<file path="config.mk">
export PLATFORM = sky130hd
export DESIGN_NAME = pit_top
export DESIGN_NICKNAME = d
export VERILOG_FILES = /design/src/pkg/pit_pkg.sv /design/src/pkg/pit_cnt_if.sv /design/src/logic/pit_counter.sv /design/src/logic/pit_top.sv
export SDC_FILE = /design/constraint.sdc
export NUM_CORES = 1
export LEC_CHECK = 0
export ABC_CLOCK_PERIOD_IN_PS = 26200
export BUFFER_PORTS_ARGS = -buffer_cell sky130_fd_sc_hd__buf_2
export CAP_MARGIN = 20
export CORE_ASPECT_RATIO = 0.5
export CORE_MARGIN = 2
export CORE_UTILIZATION = 44
export CTS_BUF_LIST = sky130_fd_sc_hd__clkbuf_2
export DETAILED_ROUTE_END_ITERATION = 6
export PLACE_DENSITY = 0.57
export SYNTH_ARGS = -nofsm -noshare
export SYNTH_HDL_FRONTEND = slang
export SYNTH_SLANG_ARGS = --single-unit
</file>
<file path="constraint.sdc">
create_clock -name CLK_IN -period 26.2 [get_ports CLK_IN]
set_input_delay 1.31 -clock CLK_IN [delete_from_list [all_inputs] [get_ports CLK_IN]]
set_output_delay 1.31 -clock CLK_IN [all_outputs]
set_load 0.1 [all_outputs]
</file>
<file path="src/pkg/pit_pkg.sv">
package pit_pkg;

  // Host address of the control-word register
  localparam logic [1:0] ADDR_CTL  = 2'h3;
  // Counter pick code that selects nothing
  localparam logic [1:0] PICK_NONE = 2'h3;

  // Byte access codes
  localparam logic [1:0] ACC_LATCH = 2'h0;
  localparam logic [1:0] ACC_LO    = 2'h1;
  localparam logic [1:0] ACC_HI    = 2'h2;
  localparam logic [1:0] ACC_BOTH  = 2'h3;

  // Control word field positions
  localparam int unsigned CW_PICK_HI = 7;
  localparam int unsigned CW_PICK_LO = 6;
  localparam int unsigned CW_ACC_HI  = 5;
  localparam int unsigned CW_ACC_LO  = 4;
  localparam int unsigned CW_MODE_HI = 3;
  localparam int unsigned CW_MODE_LO = 1;
  localparam int unsigned CW_BCD     = 0;

  // Reset and arithmetic values
  localparam logic [15:0] CNT_RST   = 16'h0000;
  localparam logic        OUT_RST   = 1'h1;
  localparam logic [3:0]  BCD_NINE  = 4'h9;
  localparam logic [7:0]  BYTE_ZERO = 8'h00;

  // Operating modes, one-hot
  typedef enum logic [5:0] {
    MODE0 = 6'h01,
    MODE1 = 6'h02,
    MODE2 = 6'h04,
    MODE3 = 6'h08,
    MODE4 = 6'h10,
    MODE5 = 6'h20
  } pit_mode_e;

  // Pin inputs as sampled together
  typedef struct packed {
    logic [2:0] gate;
    logic [2:0] tclk;
    logic [7:0] data;
    logic       addr_sel_hi;
    logic       addr_sel_lo;
    logic       wr_n;
    logic       rd_n;
    logic       cs_n;
  } pit_pin_s;

  localparam pit_pin_s PIN_IDLE = '{gate: 3'h0, tclk: 3'h0, data: 8'h00,
                                    addr_sel_hi: 1'h0, addr_sel_lo: 1'h0,
                                    wr_n: 1'h1, rd_n: 1'h1, cs_n: 1'h1};

endpackage

</file>
<file path="src/pkg/pit_cnt_if.sv">
`timescale 1ns/10ps
`default_nettype none

// Link between the host side logic and one counter
interface pit_cnt_if;
  logic       ce;
  logic       gate;
  logic       wr_ctl;
  logic       wr_dat;
  logic       rd_adv;
  logic [7:0] din;
  logic [7:0] dout;
  logic       out;

  modport host (output ce, gate, wr_ctl, wr_dat, rd_adv, din, input dout, out);
  modport cnt  (input ce, gate, wr_ctl, wr_dat, rd_adv, din, output dout, out);
endinterface

`default_nettype wire

</file>
<file path="src/logic/pit_counter.sv">
`timescale 1ns/10ps
`default_nettype none

module pit_counter (
  input  wire logic clk_in,
  input  wire logic rst_in,
  pit_cnt_if.cnt    bus
);

  typedef struct packed {
    pit_pkg::pit_mode_e mode;
    logic               bcd;
    logic [1:0]         acc;
    logic               cfg;
    logic               run;
    logic               armed;
    logic [15:0]        cnt;
    logic [15:0]        init;
    logic [15:0]        hold;
    logic               held;
    logic               wr_hi;
    logic               rd_hi;
    logic               out;
    logic               gate_d;
    logic               trig;
  } pit_cnt_s;

  pit_cnt_s r;
  pit_cnt_s n;

  // One step down, binary or four decades
  function automatic logic [15:0] dec(input logic [15:0] x, input logic bcd);
    logic [15:0] y;
    logic        bw;
    y  = x;
    bw = 1'b1;
    if (!bcd)
    begin
      y = x - 16'h0001;
    end
    else
    begin
      for (int i = 0; i < 4; i++)
      begin
        if (bw)
        begin
          if (x[i*4 +: 4] == 4'h0)
          begin
            y[i*4 +: 4] = pit_pkg::BCD_NINE;
          end
          else
          begin
            y[i*4 +: 4] = x[i*4 +: 4] - 4'h1;
            bw          = 1'b0;
          end
        end
      end
    end
    return y;
  endfunction

  // Mode field to mode, x1x meaning 2 or 3
  function automatic pit_pkg::pit_mode_e mode_of(input logic [2:0] m);
    pit_pkg::pit_mode_e e;
    case (m)
      3'h0:    e = pit_pkg::MODE0;
      3'h1:    e = pit_pkg::MODE1;
      3'h4:    e = pit_pkg::MODE4;
      3'h5:    e = pit_pkg::MODE5;
      3'h2,
      3'h6:    e = pit_pkg::MODE2;
      default: e = pit_pkg::MODE3;
    endcase
    return e;
  endfunction

  logic [15:0] down;
  logic [15:0] src;
  logic [15:0] sq_step;
  logic        load;
  logic [15:0] new_init;
  logic        latch_now;

  // Read source and byte choice
  always_comb
  begin
    src = r.held ? r.hold : r.cnt;
    if (r.acc == pit_pkg::ACC_HI || (r.acc == pit_pkg::ACC_BOTH && r.rd_hi))
      bus.dout = src[15:8];
    else
      bus.dout = src[7:0];
  end

  assign bus.out = r.out;
  assign down    = dec(r.cnt, r.bcd);
  assign sq_step = r.cnt[0] ? (r.out ? 16'h0001 : 16'h0003) : 16'h0002;

  // Next state: counting, then host writes and reads
  always_comb
  begin
    n        = r;
    load     = 1'b0;
    new_init = r.init;
    latch_now = bus.wr_ctl
                && (bus.din[pit_pkg::CW_ACC_HI:pit_pkg::CW_ACC_LO] == pit_pkg::ACC_LATCH);
    n.gate_d = bus.gate;
    if (bus.gate && !r.gate_d && r.run)
      n.trig = 1'b1;
    if (bus.ce && r.cfg && r.run)
    begin
      case (r.mode)
        pit_pkg::MODE0:
        begin
          if (bus.gate)
          begin
            n.cnt = down;
            if (down == 16'h0000)
              n.out = 1'b1;
          end
        end
        pit_pkg::MODE1,
        pit_pkg::MODE5:
        begin
          if (r.mode == pit_pkg::MODE5)
            n.out = 1'b1;
          if (r.trig)
          begin
            n.trig  = 1'b0;
            n.armed = 1'b1;
            n.cnt   = r.init;
            if (r.mode == pit_pkg::MODE1)
              n.out = 1'b0;
          end
          else if (r.armed)
          begin
            n.cnt = down;
            if (down == 16'h0000)
            begin
              n.armed = 1'b0;
              n.out   = (r.mode == pit_pkg::MODE1);
            end
          end
        end
        pit_pkg::MODE2:
        begin
          n.out = 1'b1;
          if (!bus.gate)
            n.cnt = r.init;
          else if (r.cnt == 16'h0001)
          begin
            n.out = 1'b0;
            n.cnt = r.init;
          end
          else
            n.cnt = down;
        end
        pit_pkg::MODE3:
        begin
          if (!bus.gate)
          begin
            n.out = 1'b1;
            n.cnt = r.init;
          end
          else if (r.cnt != 16'h0000 && r.cnt <= sq_step)
          begin
            n.out = !r.out;
            n.cnt = r.init;
          end
          else
            n.cnt = r.cnt - sq_step;
        end
        pit_pkg::MODE4:
        begin
          n.out = 1'b1;
          if (bus.gate && r.armed)
          begin
            n.cnt = down;
            if (down == 16'h0000)
            begin
              n.out   = 1'b0;
              n.armed = 1'b0;
            end
          end
        end
        default: n = r;
      endcase
    end
    // Control word aimed at this counter
    if (bus.wr_ctl)
    begin
      if (latch_now)
      begin
        if (!r.held)
        begin
          n.hold = r.cnt;
          n.held = 1'b1;
        end
      end
      else
      begin
        n.mode  = mode_of(bus.din[pit_pkg::CW_MODE_HI:pit_pkg::CW_MODE_LO]);
        n.bcd   = bus.din[pit_pkg::CW_BCD];
        n.acc   = bus.din[pit_pkg::CW_ACC_HI:pit_pkg::CW_ACC_LO];
        n.cfg   = 1'b1;
        n.run   = 1'b0;
        n.armed = 1'b0;
        n.trig  = 1'b0;
        n.held  = 1'b0;
        n.wr_hi = 1'b0;
        n.rd_hi = 1'b0;
        n.out   = (mode_of(bus.din[pit_pkg::CW_MODE_HI:pit_pkg::CW_MODE_LO])
                   != pit_pkg::MODE0);
      end
    end
    // Count byte from the host
    if (bus.wr_dat && r.cfg)
    begin
      case (r.acc)
        pit_pkg::ACC_LO:
        begin
          new_init = {pit_pkg::BYTE_ZERO, bus.din};
          load     = 1'b1;
        end
        pit_pkg::ACC_HI:
        begin
          new_init = {bus.din, pit_pkg::BYTE_ZERO};
          load     = 1'b1;
        end
        pit_pkg::ACC_BOTH:
        begin
          if (!r.wr_hi)
          begin
            new_init[7:0] = bus.din;
            n.wr_hi       = 1'b1;
            if (r.mode == pit_pkg::MODE0)
              n.run = 1'b0;
          end
          else
          begin
            new_init[15:8] = bus.din;
            n.wr_hi        = 1'b0;
            load           = 1'b1;
          end
        end
        default: load = 1'b0;
      endcase
      n.init = new_init;
    end
    if (load)
    begin
      n.run   = 1'b1;
      n.armed = 1'b1;
      if (r.mode != pit_pkg::MODE1 && r.mode != pit_pkg::MODE5)
        n.cnt = new_init;
      else
        n.armed = r.armed && r.run;
      if (r.mode == pit_pkg::MODE0)
        n.out = 1'b0;
    end
    // Host finished reading one byte
    if (bus.rd_adv)
    begin
      if (r.acc == pit_pkg::ACC_BOTH && !r.rd_hi)
        n.rd_hi = 1'b1;
      else
      begin
        n.rd_hi = 1'b0;
        // A latch in the same cycle as the release wins and takes a fresh copy
        n.held  = latch_now;
        n.hold  = latch_now ? r.cnt : n.hold;
      end
    end
  end

  // State register
  always_ff @(posedge clk_in or posedge rst_in)
  begin
    if (rst_in)
    begin
      r      <= '0;
      r.mode <= pit_pkg::MODE0;
      r.cnt  <= pit_pkg::CNT_RST;
      r.out  <= pit_pkg::OUT_RST;
    end
    else
      r <= n;
  end

endmodule // pit_counter

`default_nettype wire

</file>
<file path="src/logic/pit_top.sv">
`timescale 1ns/10ps
`default_nettype none

// How it works
// - Three 16-bit presettable down counters, each with clock, gate and output pins.
// - The counters are identical separate instances and never affect each other.
// - A counter steps down on its clock's falling edge, binary or decimal; mode 3 always steps in binary.
// - Six modes per counter: timer, one-shot, two rate modes, two strobes.
// - All control, count and read data pass one 8-bit three-state port.
// - Chip select high ignores strobes and leaves the data port undriven.
// - Chip select only gates host access, never counting or outputs.
// - Chip select and read low drive the addressed counter's count out.
// - Chip select and write low store the byte into the addressed target.
// - Two address inputs pick one of three counters or the control word.
// - The control word is write-only and never read back.
// - The control word sets mode and decimal choice for its picked counter.
// - Counts are readable anytime; a latch command freezes a stable copy.
// - Address 11 is the control word; 00, 01, 10 are counters.
// - Control word: counter pick, byte access, mode, decimal bit, top down.
// - Access 01 low only, 10 high only, 11 low then high, 00 latches.
// - Initial zero gives the longest count; decimal counts up to 9999.
module pit_top (
  input  wire logic       CLK_IN,
  input  wire logic       RST_IN,
  input  wire logic       CS_N_IN,
  input  wire logic       RD_N_IN,
  input  wire logic       WR_N_IN,
  input  wire logic       ADDR_SEL_LO_IN,
  input  wire logic       ADDR_SEL_HI_IN,
  input  wire logic [7:0] DATA_IN,
  output logic      [7:0] DATA_OUT,
  output logic            DATA_OE_N_OUT,
  input  wire logic [2:0] TMR_CLK_IN,
  input  wire logic [2:0] TMR_GATE_IN,
  output logic      [2:0] TMR_OUT_OUT
);

  localparam int unsigned PW = $bits(pit_pkg::pit_pin_s);

  typedef struct packed {
    logic [PW-1:0]     s1;
    logic [PW-1:0]     s2;
    logic [PW-1:0]     s3;
    pit_pkg::pit_pin_s f;
    logic [2:0]        ce;
    logic [2:0]        wr_ctl;
    logic [2:0]        wr_dat;
    logic [2:0]        rd_adv;
    logic [7:0]        din;
    logic [7:0]        dout;
    logic              oe_n;
  } pit_top_s;

  pit_top_s          r;
  pit_top_s          n;
  pit_pkg::pit_pin_s pins;
  logic [7:0]        cdout [3];
  logic [1:0]        addr_old;
  logic [1:0]        addr_new;
  logic [1:0]        pick;
  logic              wr_end;
  logic              rd_end;
  logic              rd_act;

  assign pins = '{gate: TMR_GATE_IN, tclk: TMR_CLK_IN, data: DATA_IN,
                  addr_sel_hi: ADDR_SEL_HI_IN, addr_sel_lo: ADDR_SEL_LO_IN,
                  wr_n: WR_N_IN, rd_n: RD_N_IN, cs_n: CS_N_IN};

  pit_cnt_if cif [3] ();

  // Three counter instances, each on its own pins
  for (genvar i = 0; i < 3; i++)
  begin : g_cnt
    assign cif[i].ce     = r.ce[i];
    assign cif[i].gate   = r.f.gate[i];
    assign cif[i].wr_ctl = r.wr_ctl[i];
    assign cif[i].wr_dat = r.wr_dat[i];
    assign cif[i].rd_adv = r.rd_adv[i];
    assign cif[i].din    = r.din;
    assign cdout[i]      = cif[i].dout;
    assign TMR_OUT_OUT[i] = cif[i].out;

    pit_counter pit_counter_i (
      .clk_in (CLK_IN),
      .rst_in (RST_IN),
      .bus    (cif[i])
    );
  end

  assign DATA_OUT      = r.dout;
  assign DATA_OE_N_OUT = r.oe_n;

  // Pin sampling, strobe edges and access decode
  always_comb
  begin
    n        = r;
    n.s1     = pins;
    n.s2     = r.s1;
    n.s3     = r.s2;
    // A bit changes only once the second and third stages agree
    n.f      = pit_pkg::pit_pin_s'((r.s2 & r.s3) | (r.f & (r.s2 ^ r.s3)));
    n.ce     = r.f.tclk & ~n.f.tclk;
    n.wr_ctl = 3'h0;
    n.wr_dat = 3'h0;
    n.rd_adv = 3'h0;
    addr_old = {r.f.addr_sel_hi, r.f.addr_sel_lo};
    addr_new = {n.f.addr_sel_hi, n.f.addr_sel_lo};
    pick     = r.f.data[pit_pkg::CW_PICK_HI:pit_pkg::CW_PICK_LO];
    wr_end   = !r.f.cs_n && !r.f.wr_n && n.f.wr_n;
    rd_end   = !r.f.cs_n && !r.f.rd_n && n.f.rd_n;
    rd_act   = !n.f.cs_n && !n.f.rd_n;
    if (wr_end)
    begin
      n.din = r.f.data;
      if (addr_old == pit_pkg::ADDR_CTL)
      begin
        if (pick != pit_pkg::PICK_NONE)
          n.wr_ctl[pick] = 1'b1;
      end
      else
        n.wr_dat[addr_old] = 1'b1;
    end
    if (rd_end && addr_old != pit_pkg::ADDR_CTL)
      n.rd_adv[addr_old] = 1'b1;
    n.oe_n = !rd_act;
    case (addr_new)
      2'h0:    n.dout = cdout[0];
      2'h1:    n.dout = cdout[1];
      2'h2:    n.dout = cdout[2];
      default: n.dout = pit_pkg::BYTE_ZERO;
    endcase
  end

  // State register
  always_ff @(posedge CLK_IN or posedge RST_IN)
  begin
    if (RST_IN)
    begin
      r      <= '0;
      r.s1   <= pit_pkg::PIN_IDLE;
      r.s2   <= pit_pkg::PIN_IDLE;
      r.s3   <= pit_pkg::PIN_IDLE;
      r.f    <= pit_pkg::PIN_IDLE;
      r.oe_n <= 1'b1;
    end
    else
      r <= n;
  end

endmodule // pit_top

`default_nettype wire

</file>
# After elaboration in Yosys (flattened, before gate mapping)
# Index checks and enable logic that the tools add are counted.
# W data, S select, Z words.
# word_totals
register_bits	303
latchBits	0
mem_bits_rw	0
rom_bits	0
elab_cells	511
memories	0
# classes
addsub	18
multipliers	0
div_mod_pow	0
magnitude_cmp	7
eq_ne	52
n_shift	0
mux	269
n_bitwise	6
n_reduce_logical	96
# op_table
cell	count
$mux W16	39
$mux W17	18
$pmux W16 S5	3
$mux W55	3
$pmux W16 S3	3
$mux W1	128
$mux W4	21
$mux W12	6
$mux W8	9
$mux W20	3
$mux W18	3
$eq A16 B1 Y1 const B	3
$le A16 B16 Y1	3
$logic_not A16 Y1	3
$logic_not A4 Y1	12
$reduce_bool A16 Y1	3
$sub A16 B1 Y16 const B	3
$sub A16 B16 Y16	3
$sub A4 B1 Y4 const B	12
$logic_and A1 B1 Y1	44
$mux W6	7
$and A19 B19 Y19	2
$pmux W6 S5	1
$pmux W8 S3	1
other kinds (33)	115

# Depth between registers and ports, before layout
# logic_depth
word_depth	22
mapped_depth	13
ltp_nobuf	11

# By module
# From an unflattened synthesis, not the netlist that was laid out.
# hier_totals
hier_cells	2030
hier_area_um2	18801.8
# by_module_without_submodules
mod	instances	cells_each	area_each_um2
pit_counter at g_cnt[2].pit_counter_i	1	629	5211.2
pit_counter at g_cnt[0].pit_counter_i	1	613	5082.4
pit_counter at g_cnt[1].pit_counter_i	1	581	4978.5
pit_top	1	207	3529.6

# Least setup slack after synthesis
# Ideal clock, no wire load.
# synth_timing
path_type	reg2reg
start	reg g_cnt[2].pit_counter_i.r[38] in the netlist's numbering
end	reg g_cnt[2].pit_counter_i.r[51] in the netlist's numbering
setup_time_ns	0.137
arrival_time_ns	2.996
path_slack_ns	23.066
path_stages_with_launch	12
cell_sequence	dfrtp_1 -> clkbuf_1 -> nand2_1 -> ha_1 -> or4_1 -> nor3b_1 -> nand2_1 -> xnor2_1 -> a221oi_1 -> nand2_1 -> a2111oi_0 -> nor3_1
# synth_lines
element	line_no	text
start, declared	pit_counter.sv:28	pit_cnt_s r;
start signal, assigned	pit_counter.sv:286	r <= n;

==> results.py <==
metrics = {
    "detailed_routing": {
        "viasPerCell": 6.146,
        "first_iter_violations": 2007,
        "drc_errors": 0,
        "detail_route.wl_per_cell_um": 22.28,
        "dr.pass1.iters": 5,
        "wl_mm": 59.70,
        "drtAntennaViolNets": 0,
        "vias": 16460,
    },
    "clock_tree": {
        "hold_buffers": 0,
        "clockRootBuffer": "clkbuf_2",
        "numCtsBuffers": 74,
        "cts_setup_buffers": 0,
        "cts_repair_resize_count": 0,
        "clk_latency_ns": 1.07,
        "htree_levels": 3,
        "cts_tree": "done",
        "cts_num_sinks": 303,
        "clock_path_buffers": 3,
        "clk_pin_slew_worst_paths_ns": 0.11,
    },
    "synthesis": {
        "synthTopCellsByArea": "dfrtp_1, o21ai_0, nand2_1",
        "ys_seq_area_frac": 0.4088,
        "ys_seq_elements": 303,
        "synthDominantCellAreaShare": 0.3820,
        "synth.largest_area_cell": "dfrtp_1",
        "avgSynthCellArea_um2": 9.014,
        "synth_top_flop_cell": "dfrtp_1",
        "syn_inst": 2064,
        "synthesis.nets": 2134,
        "yosys_warnings": 0,
        "synthesis.area_um2": 18600,
        "yosysUniqueCellTypes": 89,
        "synth_common_cells": "dfrtp_1, nand2_1, o21ai_0, nor2_1, clkbuf_1",
        "yosysMostFrequentCell": "dfrtp_1",
        "synth-edff-count": 0,
        "synth-async-reset-ratio": 1.000,
    },
    "die": {
        "start_util": 0.4446,
        "die_x_um": 294.8,
        "io_pins": 33,
        "die_h_um": 149.4,
        "core_area_um2": 41840,
        "dieArea_um2": 44040,
        "std_cell_rows": 53,
    },
    "timing": {
        "period_minus_slack_ns": 3.756,
        "slew_headroom": 0.2065,
        "clock_skew_ns": 0.1070,
        "tns_ns": 0,
        "period_share": 0.1434,
        "finalMaxSlewViolations": 0,
        "worst_pin_slew_ns": 1.188,
        "hold_violations": 0,
        "fmax_mhz": 266.3,
        "setup_violations": 0,
        "rsz0062_at_grt": "false",
    },
    "worst_setup_path": {
        "path_class": "reg2reg",
        "end_kind": "flop",
        "crit_required_ns": 27.10,
        "r2r_slack_ns": 22.44,
        "start_kind": "flop",
        "startpoint": "g_cnt[0].pit_counter_i.r[38]",
        "path_max_fanout": 14,
        "crit_arrival_ns": 4.66,
        "r2r_start": "g_cnt[0].pit_counter_i.r[38]",
    },
    "power": {
        "ir_drop_v": 0.00002854,
        "power.density_nw_per_um2": 50.04,
        "p_leak_nw": 8.822,
    },
    "place": {
        "place.gp.congestion": 0.9847,
        "io_buffers": 32,
        "placed_cells": 2545,
        "place_area_um2": 19080,
        "place_hpwl_mm": 40.95,
    },
    "finish": {
        "fin_cells": 2679,
        "syn2layout_area_growth_pct": 6.356,
        "nets": 2114,
        "drive_gt1_frac": 0.1444,
        "final_area_um2": 19790,
        "fin_util": 0.4729,
    },
    "flow_run": {
        "maxCapViolations": 0,
    },
    "global_route": {
        "grt_max_degree": 114,
        "track_usage": 0.2777,
        "grt_pass1_wl_mm": 93.43,
        "first_global_vias": 15430,
        "antenna_found_initial": 5,
        "globalRouteOverflowTotal": 0,
    },
    "outcome": {
        "status": "finished, final reports clean",
    },
    "worst_hold_path": {
        "min_from": "n[76]",
        "hold_path.class": "reg2reg",
    },
}
==> per-stage QoR <==
stage               total power, W  hold slack, ns  setup WS, ns
finish                   0.0009902          0.3506         22.44
global route              0.001043          0.2773         22.19
CTS                       0.001003          0.2636         22.58
detailed placement       0.0006601          0.3356         22.34
global placement         0.0006594          0.3320         22.36
floorplan                0.0006031          0.3312         16.55
==> per-layer routing <==
layer | global-route usage | vias up | wire, µm
met3 | 0.07211 | 114 | 5431
li1 | - | 7625 | -
met1 | 0.4043 | 8042 | 27390
met4 | 0.09337 | 0 | 1629
met5 | 0 | - | 0
met2 | 0.3987 | 683 | 25240
==> cell families (layout without fill, tap and decap cells) <==
group	count (synthesis)	in the layout	share of synthesized area
flops	303	303	0.4088
compound gates	631	631	0.2240
xor+xnor	63	63	0.02966
other cells	0	3	0
simple gates	707	707	0.1864
buf+inv	213	248	0.04627
mux	98	98	0.07189
fa+ha+maj	49	49	0.03295
==> flip-flops by register name, summed over array words and instances (netlist names) <==
signal / flops
g_cnt.pit_counter_i.r: 195
n: 38
r: 31
DATA_OUT: 8
cif.din: 8
cif.ce: 3
cif.gate: 3
cif.rd_adv: 3
cif.wr_ctl: 3
cif.wr_dat: 3
g_cnt.pit_counter_i.bus.out: 3
addr_old: 2
pick: 2
DATA_OE_N_OUT: 1
==> layout make-up <==
class | instances | area, µm²
diodes | 3 | 7.507
clock buffers | 105 | 525.5
clock inverters | 26 | 171.4
fillers | 4083 | 22060
inverters | 51 | 198.9
multi-input cells | 1548 | 10140
flip-flops and latches | 303 | 7606
well taps | 577 | 721.9
repair buffers | 66 | 415.4
==> placed cells by master, fill, tap and decap left out, types with 32 or more instances in the layout <==
cell type / instances
a211oi_1: 32
nand3_1: 55
o21ai_0: 198
a22o_1: 50
xnor2_1: 32
a21oi_1: 94
nand2_1: 249
nor4_1: 37
buf_2: 32
nor3_1: 55
mux2_2: 45
ha_1: 49
dfrtp_1: 284
clkbuf_2: 105
inv_1: 46
buf_4: 34
nor2_1: 140
==> final timing paths <==
check	endpoint	cells past startpoint
hold reg to reg	n[57]	0
setup reg to reg	g_cnt[0].pit_counter_i.bus.out	10
max in group asynchronous	g_cnt[0].pit_counter_i.r[12]	4
hold / removal	n[57]	0
setup / recovery	g_cnt[0].pit_counter_i.bus.out	10
min in group asynchronous	g_cnt[1].pit_counter_i.r[32]	2
==> where the power goes <==
group	leakage [nW]	switching (W)	internal, W	total, W
Clock	0.522	0.000209	0.000129	0.000338
Sequential	4.01	0.0000320	0.000487	0.000519
Combinational	4.29	0.0000940	0.0000396	0.000134
Total	8.82	0.000335	0.000656	0.000990
==> critical path, cell delays in order (launching register included) <==
cell and delay [ns]:
dfrtp_1 0.63, inv_1 0.19, ha_1 0.33, mux2i_1 0.52, nor3_1 0.12, nor4_1 0.31, or4b_4 0.51, nor4_4 0.50
a31oi_1 0.15, o31ai_1 0.27, o21ai_1 0.10
(Power assumes the default switching activity.)
